<file path="src/design/ale_defines.svh">
// Opcode fields, encodings, lengths, cycle counts and reset values of the executer
`ifndef ALE_DEFINES_SVH
`define ALE_DEFINES_SVH

// Opcode high nibble: operation class
`define ALE_HI_SUM      4'h2
`define ALE_HI_SUMC     4'h3
`define ALE_HI_SUBTRACT_WITH_BORROW     4'h9
`define ALE_HI_OR       4'h4
`define ALE_HI_AND      4'h5
`define ALE_HI_XOR      4'h6

// Opcode low nibble: operand addressing
`define ALE_LO_DIR_ACC  4'h2
`define ALE_LO_DIR_IMM  4'h3
`define ALE_LO_IMM      4'h4
`define ALE_LO_DIR      4'h5
`define ALE_LO_IND_LO   4'h6
`define ALE_LO_IND_HI   4'h7

// Whole opcodes of the rotates through carry
`define ALE_OPC_ROT_L   8'h33
`define ALE_OPC_ROT_R   8'h13

// Field positions inside the opcode
`define ALE_REG_SEL_BIT 3
`define ALE_PTR_SEL_BIT 0

// Instruction lengths in bytes and durations in instruction cycles
`define ALE_LEN_ONE     2'h1
`define ALE_LEN_TWO     2'h2
`define ALE_LEN_THREE   2'h3
`define ALE_CYC_ONE     2'h1
`define ALE_CYC_TWO     2'h2

// Core clocks per instruction cycle
`define ALE_MC_CLKS     12

// Reset values
`define ALE_ACC_RST     8'h00
`define ALE_FLAG_RST    1'b0

`endif

</file>
<file path="src/design/ale_pkg.sv">
// Types shared by the arithmetic and logic executer
package ale_pkg;

  typedef enum logic [3:0] {
    ALE_OP_NONE  = 4'h0,
    ALE_OP_SUM   = 4'h1,
    ALE_OP_SUMC  = 4'h2,
    ALE_OP_SUBTRACT_WITH_BORROW  = 4'h3,
    ALE_OP_AND   = 4'h4,
    ALE_OP_OR    = 4'h5,
    ALE_OP_XOR   = 4'h6,
    ALE_OP_ROTL  = 4'h7,
    ALE_OP_ROTR  = 4'h8
  } ale_op_t;

  typedef enum logic [2:0] {
    ALE_SRC_NONE = 3'h0,
    ALE_SRC_REG  = 3'h1,
    ALE_SRC_IND  = 3'h2,
    ALE_SRC_DIR  = 3'h3,
    ALE_SRC_IMM  = 3'h4
  } ale_src_t;

  typedef struct packed {
    logic        legal;
    ale_op_t     op;
    ale_src_t    src;
    logic        dst_dir;
    logic        imm_to_dir;
    logic [1:0]  len;
    logic [1:0]  cycles;
  } ale_dec_t;

  typedef struct packed {
    logic [7:0]  res;
    logic        cy;
    logic        ac;
    logic        ov;
  } ale_alu_t;

  typedef struct packed {
    logic        cy;
    logic        ac;
    logic        ov;
  } ale_flags_t;

  typedef enum logic [4:0] {
    ALE_ST_IDLE  = 5'b00001,
    ALE_ST_PTR   = 5'b00010,
    ALE_ST_FETCH = 5'b00100,
    ALE_ST_EXEC  = 5'b01000,
    ALE_ST_WAIT  = 5'b10000
  } ale_state_t;

endpackage

</file>
<file path="src/design/ale_exec.sv">
// Executer for the arithmetic and logic instruction group of the 8-bit core
// Operation
// - Standard opcode encodings and behaviour so existing binaries run unchanged.
// - Indirect operand is the internal byte pointed to by working register 0 or 1.
// - Branch displacement byte is signed two's complement, added to the program counter.
// - Sum into accumulator: 1 byte register/indirect, 2 bytes direct/immediate, 1 cycle.
// - Sum with carry adds source and carry flag; same lengths, 1 cycle.
// - Subtract with borrow removes source and carry; same lengths, 1 cycle.
// - AND and OR into accumulator: 1 or 2 bytes, 1 cycle.
// - AND, OR, XOR of accumulator into direct byte: 2 bytes, 1 cycle.
// - AND, OR, XOR of immediate into direct byte: 3 bytes, 2 cycles.
// - XOR into accumulator: 1 or 2 bytes, 1 cycle.
// - Rotate left through carry: carry to bit 0, bit 7 to carry, 1 byte, 1 cycle.
// - Rotate right through carry: carry to bit 7, bit 0 to carry, 1 byte, 1 cycle.
`timescale 1ns/10ps
`include "ale_defines.svh"

module ale_exec #(
  parameter int MC_CLKS = `ALE_MC_CLKS
) (
  input  wire logic             core_clk,
  input  wire logic             sys_rst,
  input  wire logic             instr_valid,
  input  wire logic [7:0]       opcode,
  input  wire logic [7:0]       operand1,
  input  wire logic [7:0]       operand2,
  input  wire logic [15:0]      pc_value,
  input  wire logic [1:0]       reg_bank,
  input  wire logic [7:0]       mem_rdata,
  output logic                  busy,
  output logic                  done,
  output logic                  illegal,
  output logic [1:0]            instr_len,
  output logic [1:0]            instr_cycles,
  output logic [15:0]           branch_target,
  output logic [7:0]            acc,
  output ale_pkg::ale_flags_t   flags,
  output logic [7:0]            mem_addr,
  output logic                  mem_rd,
  output logic                  mem_wr,
  output logic [7:0]            mem_wdata
);

  localparam int CNT_W = 8;

  ale_pkg::ale_state_t  state_reg;
  ale_pkg::ale_dec_t    dec_now;
  ale_pkg::ale_dec_t    dec_reg;
  ale_pkg::ale_alu_t    alu_out;
  logic [7:0]           op1_reg;
  logic [7:0]           op2_reg;
  logic [7:0]           opnd;
  logic [7:0]           alu_x;
  logic [7:0]           alu_y;
  logic [CNT_W-1:0]     cnt_reg;
  logic [CNT_W-1:0]     cnt_next;
  logic                 accept;
  logic                 ptr_hold_reg;

  // Signed displacement, sign extended to the program counter width
  function automatic logic [15:0] rel_target(input logic [15:0] pc, input logic [7:0] disp);
    rel_target = pc + {{8{disp[7]}}, disp};
  endfunction

  // Address of working register n in the selected bank
  function automatic logic [7:0] work_reg(input logic [1:0] bank, input logic [2:0] n);
    work_reg = {3'h0, bank, n};
  endfunction

  ale_decoder u_dec (
    .opcode (opcode),
    .dec    (dec_now)
  );

  // Read data stands on the port from the edge after the read until the next read,
  // so EXEC takes it straight from there instead of a stale copy
  assign opnd = (dec_reg.src == ale_pkg::ALE_SRC_IMM) ? op1_reg : mem_rdata;

  // Direct destination: fetched byte is the left operand
  assign alu_x = dec_reg.dst_dir ? opnd : acc;
  assign alu_y = dec_reg.dst_dir ? (dec_reg.imm_to_dir ? op2_reg : acc) : opnd;

  ale_alu u_alu (
    .op    (dec_reg.op),
    .x     (alu_x),
    .y     (alu_y),
    .cy_in (flags.cy),
    .out   (alu_out)
  );

  // Unsupported opcodes are flagged and dropped without touching acc, flags or memory
  assign accept = (state_reg == ale_pkg::ALE_ST_IDLE) && instr_valid;

  // Total duration counted from acceptance: instruction cycles times clocks per cycle
  assign cnt_next = CNT_W'(dec_now.cycles * MC_CLKS - 1);

  always_ff @(posedge core_clk) begin
    if (sys_rst) begin
      state_reg <= ale_pkg::ALE_ST_IDLE;
    end else begin
      unique case (state_reg)
        ale_pkg::ALE_ST_IDLE: begin
          if (accept && dec_now.legal) begin
            unique case (dec_now.src)
              ale_pkg::ALE_SRC_IND: state_reg <= ale_pkg::ALE_ST_PTR;
              ale_pkg::ALE_SRC_REG, ale_pkg::ALE_SRC_DIR: state_reg <= ale_pkg::ALE_ST_FETCH;
              default: state_reg <= ale_pkg::ALE_ST_EXEC;
            endcase
          end
        end
        ale_pkg::ALE_ST_PTR: begin
          if (ptr_hold_reg) begin
            state_reg <= ale_pkg::ALE_ST_FETCH;
          end
        end
        ale_pkg::ALE_ST_FETCH: state_reg <= ale_pkg::ALE_ST_EXEC;
        ale_pkg::ALE_ST_EXEC:  state_reg <= ale_pkg::ALE_ST_WAIT;
        ale_pkg::ALE_ST_WAIT: begin
          if (cnt_reg == '0) begin
            state_reg <= ale_pkg::ALE_ST_IDLE;
          end
        end
        default: state_reg <= ale_pkg::ALE_ST_IDLE;
      endcase
    end
  end

  // Latch the instruction and its trailing bytes on acceptance
  always_ff @(posedge core_clk) begin
    if (sys_rst) begin
      dec_reg <= '0;
      op1_reg <= 8'h00;
      op2_reg <= 8'h00;
      instr_len <= 2'h0;
      instr_cycles <= 2'h0;
      branch_target <= 16'h0000;
    end else if (accept) begin
      dec_reg <= dec_now;
      op1_reg <= operand1;
      op2_reg <= operand2;
      instr_len <= dec_now.len;
      instr_cycles <= dec_now.cycles;
      branch_target <= rel_target(pc_value, operand1);
    end
  end

  always_ff @(posedge core_clk) begin
    if (sys_rst) begin
      cnt_reg <= '0;
    end else if (accept) begin
      cnt_reg <= cnt_next;
    end else if (cnt_reg != '0) begin
      cnt_reg <= cnt_reg - CNT_W'(1);
    end
  end

  // Data memory port: reads return one clock after the request
  always_ff @(posedge core_clk) begin
    if (sys_rst) begin
      mem_addr <= 8'h00;
      mem_rd <= 1'b0;
    end else begin
      mem_rd <= 1'b0;
      if (accept && dec_now.legal) begin
        unique case (dec_now.src)
          ale_pkg::ALE_SRC_REG: begin
            mem_addr <= work_reg(reg_bank, opcode[2:0]);
            mem_rd <= 1'b1;
          end
          ale_pkg::ALE_SRC_IND: begin
            mem_addr <= work_reg(reg_bank, {2'h0, opcode[`ALE_PTR_SEL_BIT]});
            mem_rd <= 1'b1;
          end
          ale_pkg::ALE_SRC_DIR: begin
            mem_addr <= operand1;
            mem_rd <= 1'b1;
          end
          default: mem_rd <= 1'b0;
        endcase
      end else if (state_reg == ale_pkg::ALE_ST_PTR && ptr_hold_reg) begin
        // Pointer value names the internal location, never external space
        mem_addr <= mem_rdata;
        mem_rd <= 1'b1;
      end
    end
  end

  // Pointer byte arrives one clock after its read, so PTR lasts two clocks
  always_ff @(posedge core_clk) begin
    if (sys_rst) begin
      ptr_hold_reg <= 1'b0;
    end else begin
      ptr_hold_reg <= (state_reg == ale_pkg::ALE_ST_PTR) && !ptr_hold_reg;
    end
  end

  // Write back to a direct byte; mem_addr still holds the direct address
  always_ff @(posedge core_clk) begin
    if (sys_rst) begin
      mem_wr <= 1'b0;
      mem_wdata <= 8'h00;
    end else begin
      mem_wr <= (state_reg == ale_pkg::ALE_ST_EXEC) && dec_reg.dst_dir;
      if (state_reg == ale_pkg::ALE_ST_EXEC) begin
        mem_wdata <= alu_out.res;
      end
    end
  end

  always_ff @(posedge core_clk) begin
    if (sys_rst) begin
      acc <= `ALE_ACC_RST;
    end else if (state_reg == ale_pkg::ALE_ST_EXEC && !dec_reg.dst_dir) begin
      acc <= alu_out.res;
    end
  end

  // Logic ops leave the flags alone; rotates touch only carry
  always_ff @(posedge core_clk) begin
    if (sys_rst) begin
      flags <= {`ALE_FLAG_RST, `ALE_FLAG_RST, `ALE_FLAG_RST};
    end else if (state_reg == ale_pkg::ALE_ST_EXEC) begin
      unique case (dec_reg.op)
        ale_pkg::ALE_OP_SUM, ale_pkg::ALE_OP_SUMC, ale_pkg::ALE_OP_SUBTRACT_WITH_BORROW: begin
          flags.cy <= alu_out.cy;
          flags.ac <= alu_out.ac;
          flags.ov <= alu_out.ov;
        end
        ale_pkg::ALE_OP_ROTL, ale_pkg::ALE_OP_ROTR: flags.cy <= alu_out.cy;
        default: flags <= flags;
      endcase
    end
  end

  // Done marks the end of the instruction's full cycle budget, never before write-back
  always_ff @(posedge core_clk) begin
    if (sys_rst) begin
      busy <= 1'b0;
      done <= 1'b0;
      illegal <= 1'b0;
    end else begin
      done <= (state_reg == ale_pkg::ALE_ST_WAIT) && (cnt_reg == '0);
      illegal <= accept && !dec_now.legal;
      if (accept && dec_now.legal) begin
        busy <= 1'b1;
      end else if (state_reg == ale_pkg::ALE_ST_WAIT && cnt_reg == '0) begin
        busy <= 1'b0;
      end
    end
  end

endmodule

</file>
<file path="src/design/ale_decoder.sv">
// Opcode decoder for the arithmetic and logic instruction group
`timescale 1ns/10ps
`include "ale_defines.svh"

module ale_decoder (
  input  wire logic [7:0]       opcode,
  output ale_pkg::ale_dec_t     dec
);

  logic [3:0] hi;
  logic [3:0] lo;

  assign hi = opcode[7:4];
  assign lo = opcode[3:0];

  always_comb begin
    dec = '0;
    dec.op = ale_pkg::ALE_OP_NONE;
    dec.src = ale_pkg::ALE_SRC_NONE;
    unique case (hi)
      `ALE_HI_SUM:  dec.op = ale_pkg::ALE_OP_SUM;
      `ALE_HI_SUMC: dec.op = ale_pkg::ALE_OP_SUMC;
      `ALE_HI_SUBTRACT_WITH_BORROW: dec.op = ale_pkg::ALE_OP_SUBTRACT_WITH_BORROW;
      `ALE_HI_OR:   dec.op = ale_pkg::ALE_OP_OR;
      `ALE_HI_AND:  dec.op = ale_pkg::ALE_OP_AND;
      `ALE_HI_XOR:  dec.op = ale_pkg::ALE_OP_XOR;
      default:      dec.op = ale_pkg::ALE_OP_NONE;
    endcase
    dec.cycles = `ALE_CYC_ONE;
    if (opcode[`ALE_REG_SEL_BIT]) begin
      dec.src = ale_pkg::ALE_SRC_REG;
      dec.len = `ALE_LEN_ONE;
    end else begin
      unique case (lo)
        `ALE_LO_IND_LO, `ALE_LO_IND_HI: begin
          dec.src = ale_pkg::ALE_SRC_IND;
          dec.len = `ALE_LEN_ONE;
        end
        `ALE_LO_DIR: begin
          dec.src = ale_pkg::ALE_SRC_DIR;
          dec.len = `ALE_LEN_TWO;
        end
        `ALE_LO_IMM: begin
          dec.src = ale_pkg::ALE_SRC_IMM;
          dec.len = `ALE_LEN_TWO;
        end
        `ALE_LO_DIR_ACC: begin
          dec.src = ale_pkg::ALE_SRC_DIR;
          dec.dst_dir = 1'b1;
          dec.len = `ALE_LEN_TWO;
        end
        `ALE_LO_DIR_IMM: begin
          dec.src = ale_pkg::ALE_SRC_DIR;
          dec.dst_dir = 1'b1;
          dec.imm_to_dir = 1'b1;
          dec.len = `ALE_LEN_THREE;
          dec.cycles = `ALE_CYC_TWO;
        end
        default: dec.src = ale_pkg::ALE_SRC_NONE;
      endcase
    end
    // Only the logical ops have the forms that write a direct byte
    if (dec.dst_dir && (dec.op == ale_pkg::ALE_OP_SUM || dec.op == ale_pkg::ALE_OP_SUMC
        || dec.op == ale_pkg::ALE_OP_SUBTRACT_WITH_BORROW)) begin
      dec.op = ale_pkg::ALE_OP_NONE;
    end
    if (opcode == `ALE_OPC_ROT_L || opcode == `ALE_OPC_ROT_R) begin
      dec.op = (opcode == `ALE_OPC_ROT_L) ? ale_pkg::ALE_OP_ROTL : ale_pkg::ALE_OP_ROTR;
      dec.src = ale_pkg::ALE_SRC_NONE;
      dec.dst_dir = 1'b0;
      dec.imm_to_dir = 1'b0;
      dec.len = `ALE_LEN_ONE;
      dec.cycles = `ALE_CYC_ONE;
    end
    dec.legal = (dec.op != ale_pkg::ALE_OP_NONE) && (dec.src != ale_pkg::ALE_SRC_NONE
                || dec.op == ale_pkg::ALE_OP_ROTL || dec.op == ale_pkg::ALE_OP_ROTR);
    // Opcodes outside the group report no length
    if (!dec.legal) begin
      dec.len = 2'h0;
    end
  end

endmodule

</file>
<file path="src/design/ale_alu.sv">
// Combinational datapath: sums, subtract with borrow, logic ops, rotates through carry
`timescale 1ns/10ps

module ale_alu (
  input  ale_pkg::ale_op_t      op,
  input  wire logic [7:0]       x,
  input  wire logic [7:0]       y,
  input  wire logic             cy_in,
  output ale_pkg::ale_alu_t     out
);

  logic       cin;
  logic [4:0] nib;
  logic [7:0] low7;
  logic [8:0] full;

  // Plain sum ignores the carry; with-carry and borrow forms use it
  assign cin = (op == ale_pkg::ALE_OP_SUM) ? 1'b0 : cy_in;

  always_comb begin
    nib = 5'h00;
    low7 = 8'h00;
    full = 9'h000;
    out = '0;
    out.cy = cy_in;
    unique case (op)
      ale_pkg::ALE_OP_SUM, ale_pkg::ALE_OP_SUMC: begin
        nib = {1'b0, x[3:0]} + {1'b0, y[3:0]} + {4'h0, cin};
        low7 = {1'b0, x[6:0]} + {1'b0, y[6:0]} + {7'h00, cin};
        full = {1'b0, x} + {1'b0, y} + {8'h00, cin};
        out.res = full[7:0];
        out.cy = full[8];
        out.ac = nib[4];
        out.ov = full[8] ^ low7[7];
      end
      ale_pkg::ALE_OP_SUBTRACT_WITH_BORROW: begin
        // Borrow out of each position shows as the top bit of the wider difference
        nib = {1'b0, x[3:0]} - {1'b0, y[3:0]} - {4'h0, cin};
        low7 = {1'b0, x[6:0]} - {1'b0, y[6:0]} - {7'h00, cin};
        full = {1'b0, x} - {1'b0, y} - {8'h00, cin};
        out.res = full[7:0];
        out.cy = full[8];
        out.ac = nib[4];
        out.ov = full[8] ^ low7[7];
      end
      ale_pkg::ALE_OP_AND: out.res = x & y;
      ale_pkg::ALE_OP_OR:  out.res = x | y;
      ale_pkg::ALE_OP_XOR: out.res = x ^ y;
      ale_pkg::ALE_OP_ROTL: begin
        out.res = {x[6:0], cy_in};
        out.cy = x[7];
      end
      ale_pkg::ALE_OP_ROTR: begin
        out.res = {cy_in, x[7:1]};
        out.cy = x[0];
      end
      default: out.res = x;
    endcase
  end

endmodule

</file>
<file path="config.mk">
export PLATFORM = sky130hd
export DESIGN_NAME = ale_exec
export DESIGN_NICKNAME = d
export VERILOG_FILES = /design/src/design/ale_pkg.sv /design/src/design/ale_exec.sv /design/src/design/ale_decoder.sv /design/src/design/ale_alu.sv
export VERILOG_INCLUDE_DIRS = /design/src /design/src/design
export SDC_FILE = /design/constraint.sdc
export NUM_CORES = 1
export LEC_CHECK = 0
export BUFFER_PORTS_ARGS = -buffer_cell sky130_fd_sc_hd__clkbuf_2
export CAP_MARGIN = 10
export CORE_MARGIN = 2
export CORE_UTILIZATION = 27
export CTS_BUF_LIST = sky130_fd_sc_hd__clkbuf_8
export CTS_CLUSTER_DIAMETER = 200
export DETAILED_ROUTE_END_ITERATION = 6
export PLACE_DENSITY = 0.47
export SLEW_MARGIN = 20
export SYNTH_ARGS = -nofsm -noshare
export SYNTH_HDL_FRONTEND = slang
export SYNTH_SLANG_ARGS = --single-unit
export TNS_END_PERCENT = 5
</file>
<file path="constraint.sdc">
create_clock -name core_clk -period 8.5 [get_ports core_clk]
set_clock_uncertainty 0.1 [all_clocks]
set_input_delay 1.7 -clock core_clk [delete_from_list [all_inputs] [get_ports core_clk]]
set_output_delay 1.7 -clock core_clk [all_outputs]
set_load 0.03 [all_outputs]
</file>
**Word level (Yosys, flattened, before mapping)**

Index checks and enable logic that the tools add are counted.

- Register bits: 91
- Input bits: 53
- Word-level logic and storage cells: 160

- Add/sub/neg operators: 15
- Multiply operators: 1
- Eq/ne operators: 40
- Multiplexer cells: 37
- Bitwise gates (word level): 5
- Reduce and logical (&&, ||, !) cells: 39

Operator list:

| operator | count |
|---|---|
| $mux W8 | 8 |
| $pmux W8 S7 | 1 |
| $eq A4 B3 Y1 const B | 12 |
| $pmux W5 S5 | 1 |
| $eq A4 B2 Y1 const B | 6 |
| $pmux W8 S3 | 1 |
| $pmux W3 S6 | 1 |
| $add A16 B16 Y16 | 1 |
| $mux W5 | 3 |
| $mux W13 | 1 |
| $eq A3 B2 Y1 const B | 4 |
| $eq A4 B4 Y1 const B | 3 |
| $reduce_or A3 Y1 | 4 |
| $logic_and A1 B1 Y1 | 10 |
| $mux W2 | 5 |
| $add A8 B8 Y9 | 1 |
| $add A9 B1 Y9 | 1 |
| $pmux W3 S3 | 1 |
| $sub A8 B8 Y9 | 1 |
| $sub A9 B1 Y9 | 1 |
| $add A7 B7 Y8 | 1 |
| $add A8 B1 Y8 | 1 |
| $and A8 B8 Y8 | 1 |
| $eq A8 B5 Y1 const B | 1 |
| 42 further kinds | 67 |

**Depth between registers and ports, before layout**

Gate-level depths: netlist of run 1.

- Depth in word-level cells: 15
- Gate-level depth with buffers: 17
- Mapped depth without buffers: 15

**By module**

From an unflattened synthesis of run 1, not the netlist that was laid out.

- Cells, all modules: 873
- Area total of the unflattened synthesis: 6693.9 µm²

Modules (own cells, without submodules):

| module | instances | cells each | area an instance (µm²) | seq. area each (µm²) |
|---|---|---|---|---|
| ale_exec | 1 | 577 | 4642.0 | 1821.7 |
| ale_alu | 1 | 252 | 1720.4 | 0.0 |
| ale_decoder | 1 | 44 | 331.6 | 0.0 |

**Worst setup path before layout of run 1**

No wires, ideal clock.

- Path type: input to register
- Start point: in mem_rdata[0]
- End point: reg acc[6]
- Setup time: 0.132 ns
- Arrival: 4.257 ns
- Path slack: 4.011 ns
- Cell stages on the path: 12
- Buffers on the path: 0
- Cells stage by stage: mux2i_1 -> a21oi_1 -> fa_1 -> inv_1 -> fa_1 -> nor2b_1 -> o21ai_0 -> a21oi_1 -> xnor2_1 -> a221o_1 -> o311ai_0 -> a21oi_1

- Cells in the longest elaborated chain, start to end: 5

Ends and longest elaborated chain:

| element | line | text |
|---|---|---|
| start: declaration | ale_exec.sv:29 | `input wire logic [7:0] mem_rdata,` |
| $mux W8 * | ale_exec.sv:77 | `assign opnd = (dec_reg.src == ale_pkg::ALE_SRC_IMM) ? op1_reg : mem_rdata;` |
| $mux W8, on equally long branches | ale_exec.sv:80, ale_exec.sv:81 |  |
| $sub A8 B8 Y9 or $add A8 B8 Y9 (tied branches) | ale_alu.sv:40, ale_alu.sv:30 |  |
| $sub A9 B1 Y9 or $add A9 B1 Y9 (tied branches) | ale_alu.sv:40, ale_alu.sv:30 |  |
| $pmux W8 S7 * | ale_alu.sv:26 | `unique case (op)` |
| end signal: assignment | ale_exec.sv:212 | `` acc <= `ALE_ACC_RST; `` |
| end signal: assignment | ale_exec.sv:214 | `acc <= alu_out.res;` |
| end: declaration | ale_exec.sv:36 | `output logic [7:0] acc,` |

Every way passes the cells marked *; elsewhere a longest branch is shown, timed or not.
A chain may end at the register's enable or synchronous reset.

**Final worst setup path of run 1**

Ends and elaborated chain as after synthesis.

==> flow_metrics.tcl, run 1 <==
set metrics [dict create \
    largest_reg_flops 16 \
    crit_path_start "mem_rdata[0]" \
    num_antenna_cells 0 \
    period_minus_slack_ns 4.78 \
    clock_sinks 90 \
    synthCells 872 \
    cp_max_fo 6 \
    io_pins 105 \
    synth_adder_area_share 0.0981 \
    row_count 57 \
    portBuffers 104 \
    slowest_stage "a21oi_1" \
    cts_tree "built" \
    syn_nets 974 \
    peakVddDrop_mv 0.144 \
    hold_viol 0 \
    powerDensity_nw_per_um2 228 \
    endpoint_kind "flop" \
    synth_area_leaders "dfxtp_1 (27%), ha_1 (8.3%), nand2_1 (6.4%)" \
    setup_viol 0 \
    hold_path.class "flop to flop" \
    fin_crit_sh 0.562 \
    synth_top_family_by_area "compound AO/OA/AOI/OAI gates" \
    final_max_slew_viol_count 0 \
    start_kind "primary input" \
    holdPathStages 2 \
    yosys.area_share.simple 0.234 \
    hold_ws_ns 0.358 \
    syn_to_final_growth_pct 14.8 \
    drc 0 \
    min-delay-start "instr_len[1]" \
    ant_nets 0 \
    first_pass_iters 5 \
    vias 6550 \
    yosysTopAreaCell "dfxtp_1" \
    largest_register "branch_target" \
    place_hpwl_um 16600 \
    max_stage_delay_ns 0.48 \
    grt_pass1_vias 6222 \
    fmax_mhz 209 \
    synth_compound_area_frac 0.252 \
    drive_gt1_frac 0.157 \
    cts_resized 0 \
    synth-edff-count 0 \
    clock_path_buffers 2 \
    routed_wl_um 22400 \
    dieArea_um2 25800 \
    wl_per_cell_um 17.6 \
    synthTopCellsByCount "nand2_1 (113), dfxtp_1 (90), a21oi_1 (80), nor2_1 (80), o21ai_0 (54)" \
    ctsHoldBuffers 0 \
    async_flop_share 0 \
    grt_setup_unrepaired "no" \
    grt_max_degree 54 \
    start_util 0.274 \
    ys_warn_count 0 \
    synth_cell_type_count 75 \
    leakagePower_nw 3.26 \
    clkTransAtPathRegs_ns 0.10 \
    synth_mux_area_frac 0.0462 \
    cap_violations 0 \
    grt_overflow_total 0 \
    track_usage 0.173 \
    crit_required_ns 8.65 \
    die-width_um 161 \
    nets 1047 \
    status "finished clean" \
    fin_util 0.314 \
    antenna_found_initial 0 \
    critical-path-top-delay-family "compound AO/OA/AOI/OAI gates" \
    cts_buffers 9 \
    synth-seq-area-share 0.272 \
    tightest_slew_ns 0.967 \
    gp_congestion 0.879 \
    synth.most_common_cell "nand2_1" \
    slew_headroom 0.354 \
    grt_pass1_wl_um 35300 \
    worst-r2r-cell-count 12 \
    synth_xor_area_frac 0.0396 \
    synth_top_flop_cell "dfxtp_1" \
    drt_iter0_drc 408 \
    tns_ns 0 \
    die_height_um 161 \
    cp_num_buf_inv 2 \
    crit_cells 13 \
    core_um2 24200 \
    avgSynthCellArea_um2 7.61 \
    cts_max_level 3 \
    criticalPathCategory "primary input to flop" \
    cpMostUsedCell "a21oi_1" \
    synth_area_um2 6630 \
    worstPathCellList "clkbuf_2 -> mux2i_1 -> a21oi_1 -> fa_1 -> inv_1 -> fa_1 -> nor2b_1 -> o21ai_0 -> a21oi_1 -> xnor2_1 -> a221o_1 -> o311ai_0 -> a21oi_1" \
    post-cts-setup-buffer-count 0 \
    yosysTopAreaCellShare 0.272 \
    vias_per_cell 5.14 \
    root_buffer "clkbuf_8" \
    clock_latency_ns 0.40 \
    worstPathArrival_ns 4.93 \
    synth-seq-cells 90 \
    rr_startpoint "dec_reg[9]" \
]
-- tightest hold or removal path, delay by kind of cell, from the launching register on --
| family | cells | cell delay, ns |
|---|---|---|
| AOI/OAI and AO/OA | 1 | 0.05 |
| DFF | 1 | 0.32 |
| and+or+nand+nor | 1 | 0.05 |
-- path summary, 6_finish.rpt --
kind	to	slack [ns]
max reg2reg	acc[6]	4.18
min	instr_len[1]	0.36
min reg2reg	instr_len[1]	0.36
max	acc[6]	3.72
-- power breakdown --
part	internal (mW)	leakage, nW	switching, mW
Clock	0.177	0.117	0.180
Combinational	0.292	2.41	0.513
Sequential	0.497	0.735	0.0804
Total	0.967	3.26	0.773
-- metal layers --
metal / GRT usage / share of wire / vias up
li1: - / - / 3270
met4: 0.0706 / 0.028 / 0
met3: 0.0222 / 0.042 / 32
met2: 0.288 / 0.46 / 163
met1: 0.228 / 0.47 / 3085
met5: 0 / 0 / -
-- stage by stage --
step           power, mW  cell area (um2)  std cells  setup WS (ns)
2_1_floorplan       1.18             6630        872           4.01
3_3_place_gp        1.40             7380       1258           3.41
3_5_place_dp        1.39             7380       1258           3.33
4_1_cts             1.76             7610       1274           3.74
5_1_grt             1.87             7610       1274           3.39
6_report            1.74             7610       1274           3.72
-- final cells by class --
class | instances | area [um2]
Sequential cell | 90 | 1800
Fill cell | 2718 | 16600
Timing Repair Buffer | 110 | 566
Clock inverter | 6 | 95.1
Clock buffer | 10 | 138
Multi-Input combinational cell | 691 | 4450
Inverter | 43 | 161
Tap cell | 324 | 405
-- cells by family after synthesis --
family | after synthesis
multiplexers | 30
adder cells (fa/ha/maj) | 49
flip-flops | 90
buffers and inverters | 91
XOR/XNOR | 30
AND/OR/NAND/NOR | 323
AO/OA/AOI/OAI | 259
-- layout by cell type (no fill, tap or decap), types with 25 or more instances in the layout --
master,count
mux2i_1,25
nand2_1,112
clkbuf_2,104
o21ai_0,54
inv_1,43
nor3_1,28
ha_1,44
nor2_1,80
a21oi_1,80
dfxtp_1,90
Note: power is estimated with default switching activity, not from simulation.
==> inputs of run 2 (changes only) <==
==> constraint.sdc (replaced) <==
create_clock -name core_clk -period 4.75 [get_ports core_clk]
set_clock_uncertainty 0.1 [all_clocks]
set_input_delay 0.95 -clock core_clk [delete_from_list [all_inputs] [get_ports core_clk]]
set_output_delay 0.95 -clock core_clk [all_outputs]
set_load 0.03 [all_outputs]
==> flow_metrics.tcl, run 2 (synthesis results as in run 1) <==
set metrics [dict create \
    clock_path_buffers 2 \
    design_area_um2 7640 \
    fillers 2718 \
    cap_violations 0 \
    core_um2 24200 \
    syn_to_final_growth_pct 15.2 \
    clkTransAtPathRegs_ns 0.10 \
    fin_util 0.315 \
    wl_per_cell_um 17.6 \
    cts_resized 0 \
    final_max_slew_viol_count 0 \
    drc 0 \
    track_usage 0.174 \
    peakVddDrop_mv 0.180 \
    fin_ws_ns 0.794 \
    cts_max_level 3 \
    place_hpwl_um 17200 \
    tns_ns 0 \
    layout_commonest_cell "nand2_1" \
    post-place-cells 1270 \
    nets 1059 \
    stdcell_count 1285 \
    p_total_mw 3.00 \
    clock_sinks 90 \
    start_util 0.274 \
    dp_slack_ns 0.587 \
    powerDensity_nw_per_um2 393 \
    fin_crit_sh 0.833 \
    root_buffer "clkbuf_8" \
    hold_viol 0 \
    slew_headroom 0.399 \
    drive_gt1_frac 0.166 \
    largest_reg_flops 16 \
    worstPathArrival_ns 4.12 \
    final_cell_mix "nand2_1 (112), clkbuf_2 (104), dfxtp_1 (90)" \
    gp_congestion 0.926 \
    seq_area_um2 1800 \
    grt_overflow_total 0 \
    leakagePower_nw 3.28 \
    num_antenna_cells 0 \
    grt_setup_unrepaired "no" \
    ctsHoldBuffers 0 \
    post-cts-setup-buffer-count 0 \
    cts_buffers 9 \
    die-width_um 161 \
    portBuffers 104 \
    grt_pass1_vias 6362 \
    vias_per_cell 5.12 \
    routed_wl_um 22700 \
    die_height_um 161 \
    antenna_found_initial 0 \
    hold_ws_ns 0.356 \
    criticalPathCategory "flop to flop" \
    hold_path.class "flop to flop" \
    row_count 57 \
    period_minus_slack_ns 3.96 \
    tightest_slew_ns 0.899 \
    crit_required_ns 4.91 \
    grt_max_degree 35 \
    first_pass_iters 7 \
    drt_iter0_drc 406 \
    status "finished clean" \
    endpoint_kind "flop" \
    setup_viol 0 \
    largest_register "branch_target" \
    grt_pass1_wl_um 35500 \
    fmax_mhz 253 \
    post_dp_cell_area_um2 7470 \
    cts_tree "built" \
    ant_nets 0 \
    io_pins 105 \
    clock_latency_ns 0.38 \
    cp_max_fo 8 \
    dieArea_um2 25800 \
    vias 6576 \
    start_kind "flop" \
    multi_input_area_um2 4450 \
]
## run 2: cell types whose count changed in the layout (fill, tap and decap cells not counted), sizes merged
cell	before	now
clkinvlp	0	2
buf	6	18
clkinv	2	3
inv	45	44
clkbuf	114	113
bufinv	2	0
## run 2: final cells by class
| class | count | share of cell area |
|---|---|---|
| Clock buffer | 9 | 0.0162 |
| Clock inverter | 6 | 0.00557 |
| Inverter | 43 | 0.0211 |
| Multi-Input combinational cell | 691 | 0.582 |
| Sequential cell | 90 | 0.236 |
| Tap cell | 324 | 0.0531 |
| Timing Repair Buffer | 122 | 0.0858 |
## run 2: power breakdown
group | internal (mW) | leakage [nW] | switching [mW]
clock network | 0.189 | 0.0815 | 0.314
logic | 0.536 | 2.47 | 0.966
registers | 0.890 | 0.735 | 0.104
## run 2: routing by layer
metal  global-route usage  wire length (um)  share of wire
met5                    0                 0              0
met1                0.216             10100           0.44
met2                0.297             10900           0.48
met3               0.0282               984          0.043
met4               0.0787               748          0.033
## run 2: final timing paths
path / depth (start not counted) / end / startpoint / slack (ns)
worst max-delay path: 14 / acc[6] / dec_reg[6] / 0.79
worst min-delay path: 2 / instr_len[1] / instr_len[1] / 0.36
worst max register to register: 14 / acc[6] / dec_reg[6] / 0.79
worst min register to register: 2 / instr_len[1] / instr_len[1] / 0.36
## run 2: worst max-delay path: stages, from the launching register on
cell      delay (ns)
dfxtp_1         0.33
nor3b_1         0.19
buf_4           0.23
mux2i_1         0.13
a21oi_1         0.31
inv_1           0.13
ha_1            0.38
ha_1            0.42
nand2_1         0.06
o21ai_0         0.43
a21oi_1         0.16
xnor2_1         0.15
a221o_1         0.36
o311ai_0        0.33
a21oi_1         0.10
==> inputs of run 3 (changes only) <==
==> constraint.sdc (replaced) <==
create_clock -name core_clk -period 3.7 [get_ports core_clk]
set_clock_uncertainty 0.1 [all_clocks]
set_input_delay 0.74 -clock core_clk [delete_from_list [all_inputs] [get_ports core_clk]]
set_output_delay 0.74 -clock core_clk [all_outputs]
set_load 0.03 [all_outputs]
==> flow_metrics.tcl, run 3 (synthesis results as in run 1) <==
set metrics [dict create \
    largest_register "branch_target" \
    p_seq_frac 0.299 \
    endpoint_kind "flop" \
    setup_viol 0 \
    syn_to_final_growth_pct 24.0 \
    routed_wl_um 22600 \
    slowest_stage "fa_1" \
    core_um2 24200 \
    pwr-share-comb 0.508 \
    peakVddDrop_mv 0.249 \
    max_stage_delay_ns 0.41 \
    slew_headroom 0.563 \
    nets 1116 \
    antenna_found_initial 0 \
    cap_violations 0 \
    leakagePower_nw 3.63 \
    clkTransAtPathRegs_ns 0.10 \
    vias_per_cell 5.01 \
    grt_pass1_wl_um 35900 \
    clock_sinks 90 \
    track_usage 0.176 \
    power.share.switching 0.431 \
    wl_per_cell_um 16.8 \
    criticalPathCategory "flop to flop" \
    start_kind "flop" \
    drive_gt1_frac 0.230 \
    grt_overflow_total 0 \
    io_pins 105 \
    layout_commonest_cell "nand2_1" \
    grt-busiest-layer "met2" \
    clock_latency_ns 0.39 \
    drc 0 \
    ctsHoldBuffers 0 \
    tightest_slew_ns 0.655 \
    grt_max_degree 48 \
    fin_util 0.339 \
    start_util 0.274 \
    clock_path_buffers 2 \
    portBuffers 104 \
    powerDensity_nw_per_um2 511 \
    cts_tree "built" \
    hold_viol 0 \
    power.switching_mw 1.81 \
    place_hpwl_um 17600 \
    worstPathCellList "nor3b_2 -> buf_6 -> mux2i_2 -> a21oi_1 -> fa_1 -> buf_4 -> ha_1 -> o21ai_0 -> and2_0 -> a31oi_1 -> a31oi_1 -> xnor2_1 -> a2bb2oi_2 -> a211oi_1" \
    die_height_um 161 \
    tns_ns 0 \
    root_buffer "clkbuf_8" \
    drt_iter0_drc 471 \
    grt_pass1_vias 6454 \
    hold_path.class "flop to flop" \
    status "finished clean" \
    pwr-share-clk 0.193 \
    use_met3 0.0362 \
    grt_use_met2 0.293 \
    power.internal_mw 2.39 \
    gp_congestion 0.901 \
    largest_reg_flops 16 \
    final_max_slew_viol_count 0 \
    cp_max_fo 7 \
    cts_max_level 3 \
    cts_buffers 9 \
    vias 6735 \
    period_minus_slack_ns 3.49 \
    fin_crit_sh 0.944 \
    fmax_mhz 286 \
    die-width_um 161 \
    num_antenna_cells 0 \
    ant_nets 0 \
    cpMostUsedCell "a31oi_1" \
    grt_setup_unrepaired "yes" \
    crit_required_ns 3.90 \
    row_count 57 \
    first_pass_iters 5 \
    dieArea_um2 25800 \
    grt_use_met1 0.229 \
    final_cell_mix "nand2_1 (111), clkbuf_2 (104), dfxtp_1 (90)" \
    worstPathArrival_ns 3.69 \
]
run 3: changes by cell type in the layout (fill, tap and decap cells not counted), sizes merged:
cell      delta
bufinv       +2
buf         +57
clkinv       -1
clkinvlp     -2
clkbuf       +2
run 3: per-layer routing:
layer	part of all wire	up-vias
met5	0	-
met4	0.025	0
met3	0.049	32
met2	0.46	170
met1	0.47	3123
li1	-	3410
run 3: area by class of cell:
class / instances / area (um2)
fill: 2656 / 16000
clock inverter: 5 / 77.6
clock buffer: 11 / 151
tap: 324 / 405
multi-input combinational: 691 / 4520
timing repair buffer: 179 / 1100
inverter: 43 / 161
sequential: 90 / 1800
run 3: path summary, 6_finish.rpt:
kind / end / slack, ns / cells past startpoint / start
worst max-delay path: acc[7] / 0.21 / 14 / dec_reg[6]
worst min-delay path: branch_target[4] / 0.36 / 2 / branch_target[4]
worst max register to register: acc[7] / 0.21 / 14 / dec_reg[6]
worst min register to register: branch_target[4] / 0.36 / 2 / branch_target[4]
run 3: stage by stage:
stage	setup slack (ns)	hold slack, ns	std cells	total power [mW]	area [um2]
detailed placement	-0.0276	0.348	1324	3.37	7890
global route	-0.0320	0.389	1343	4.51	8220
floorplan	0.133	0.336	872	2.70	6630
finish	0.209	0.360	1343	4.20	8220
CTS	0.0226	0.362	1340	4.20	8120
global placement	-0.00261	0.343	1324	3.38	7890
run 3: worst max-delay path: cells and delay by family, from the launching register on:
family,cells,cell delay (ns)
DFF,1,0.33
muxes,1,0.23
and+or+nand+nor,2,0.35
buffers and inverters,2,0.32
xor gates and xnor gates,1,0.31
AOI/OAI and AO/OA,6,1.08
adders and majority gates,2,0.69
run 3: power by group through the flow:
stage                     clock network, mW  logic (mW)  registers [mW]
after floorplan                           0        1.30            1.40
after global placement                    0        2.11            1.27
after detailed placement                  0        2.09            1.28
after CTS                             0.841        2.11            1.26
after global routing                  0.870        2.36            1.28
final                                 0.810        2.13            1.26
run 3: what timing repair did:
item / 4_1_cts / 5_1_grt
pin swaps: 0 / 3
endpoints found under the setup margin: 1 / 11
buffers inserted: 0 / 3
gates resized for setup: 1 / 21
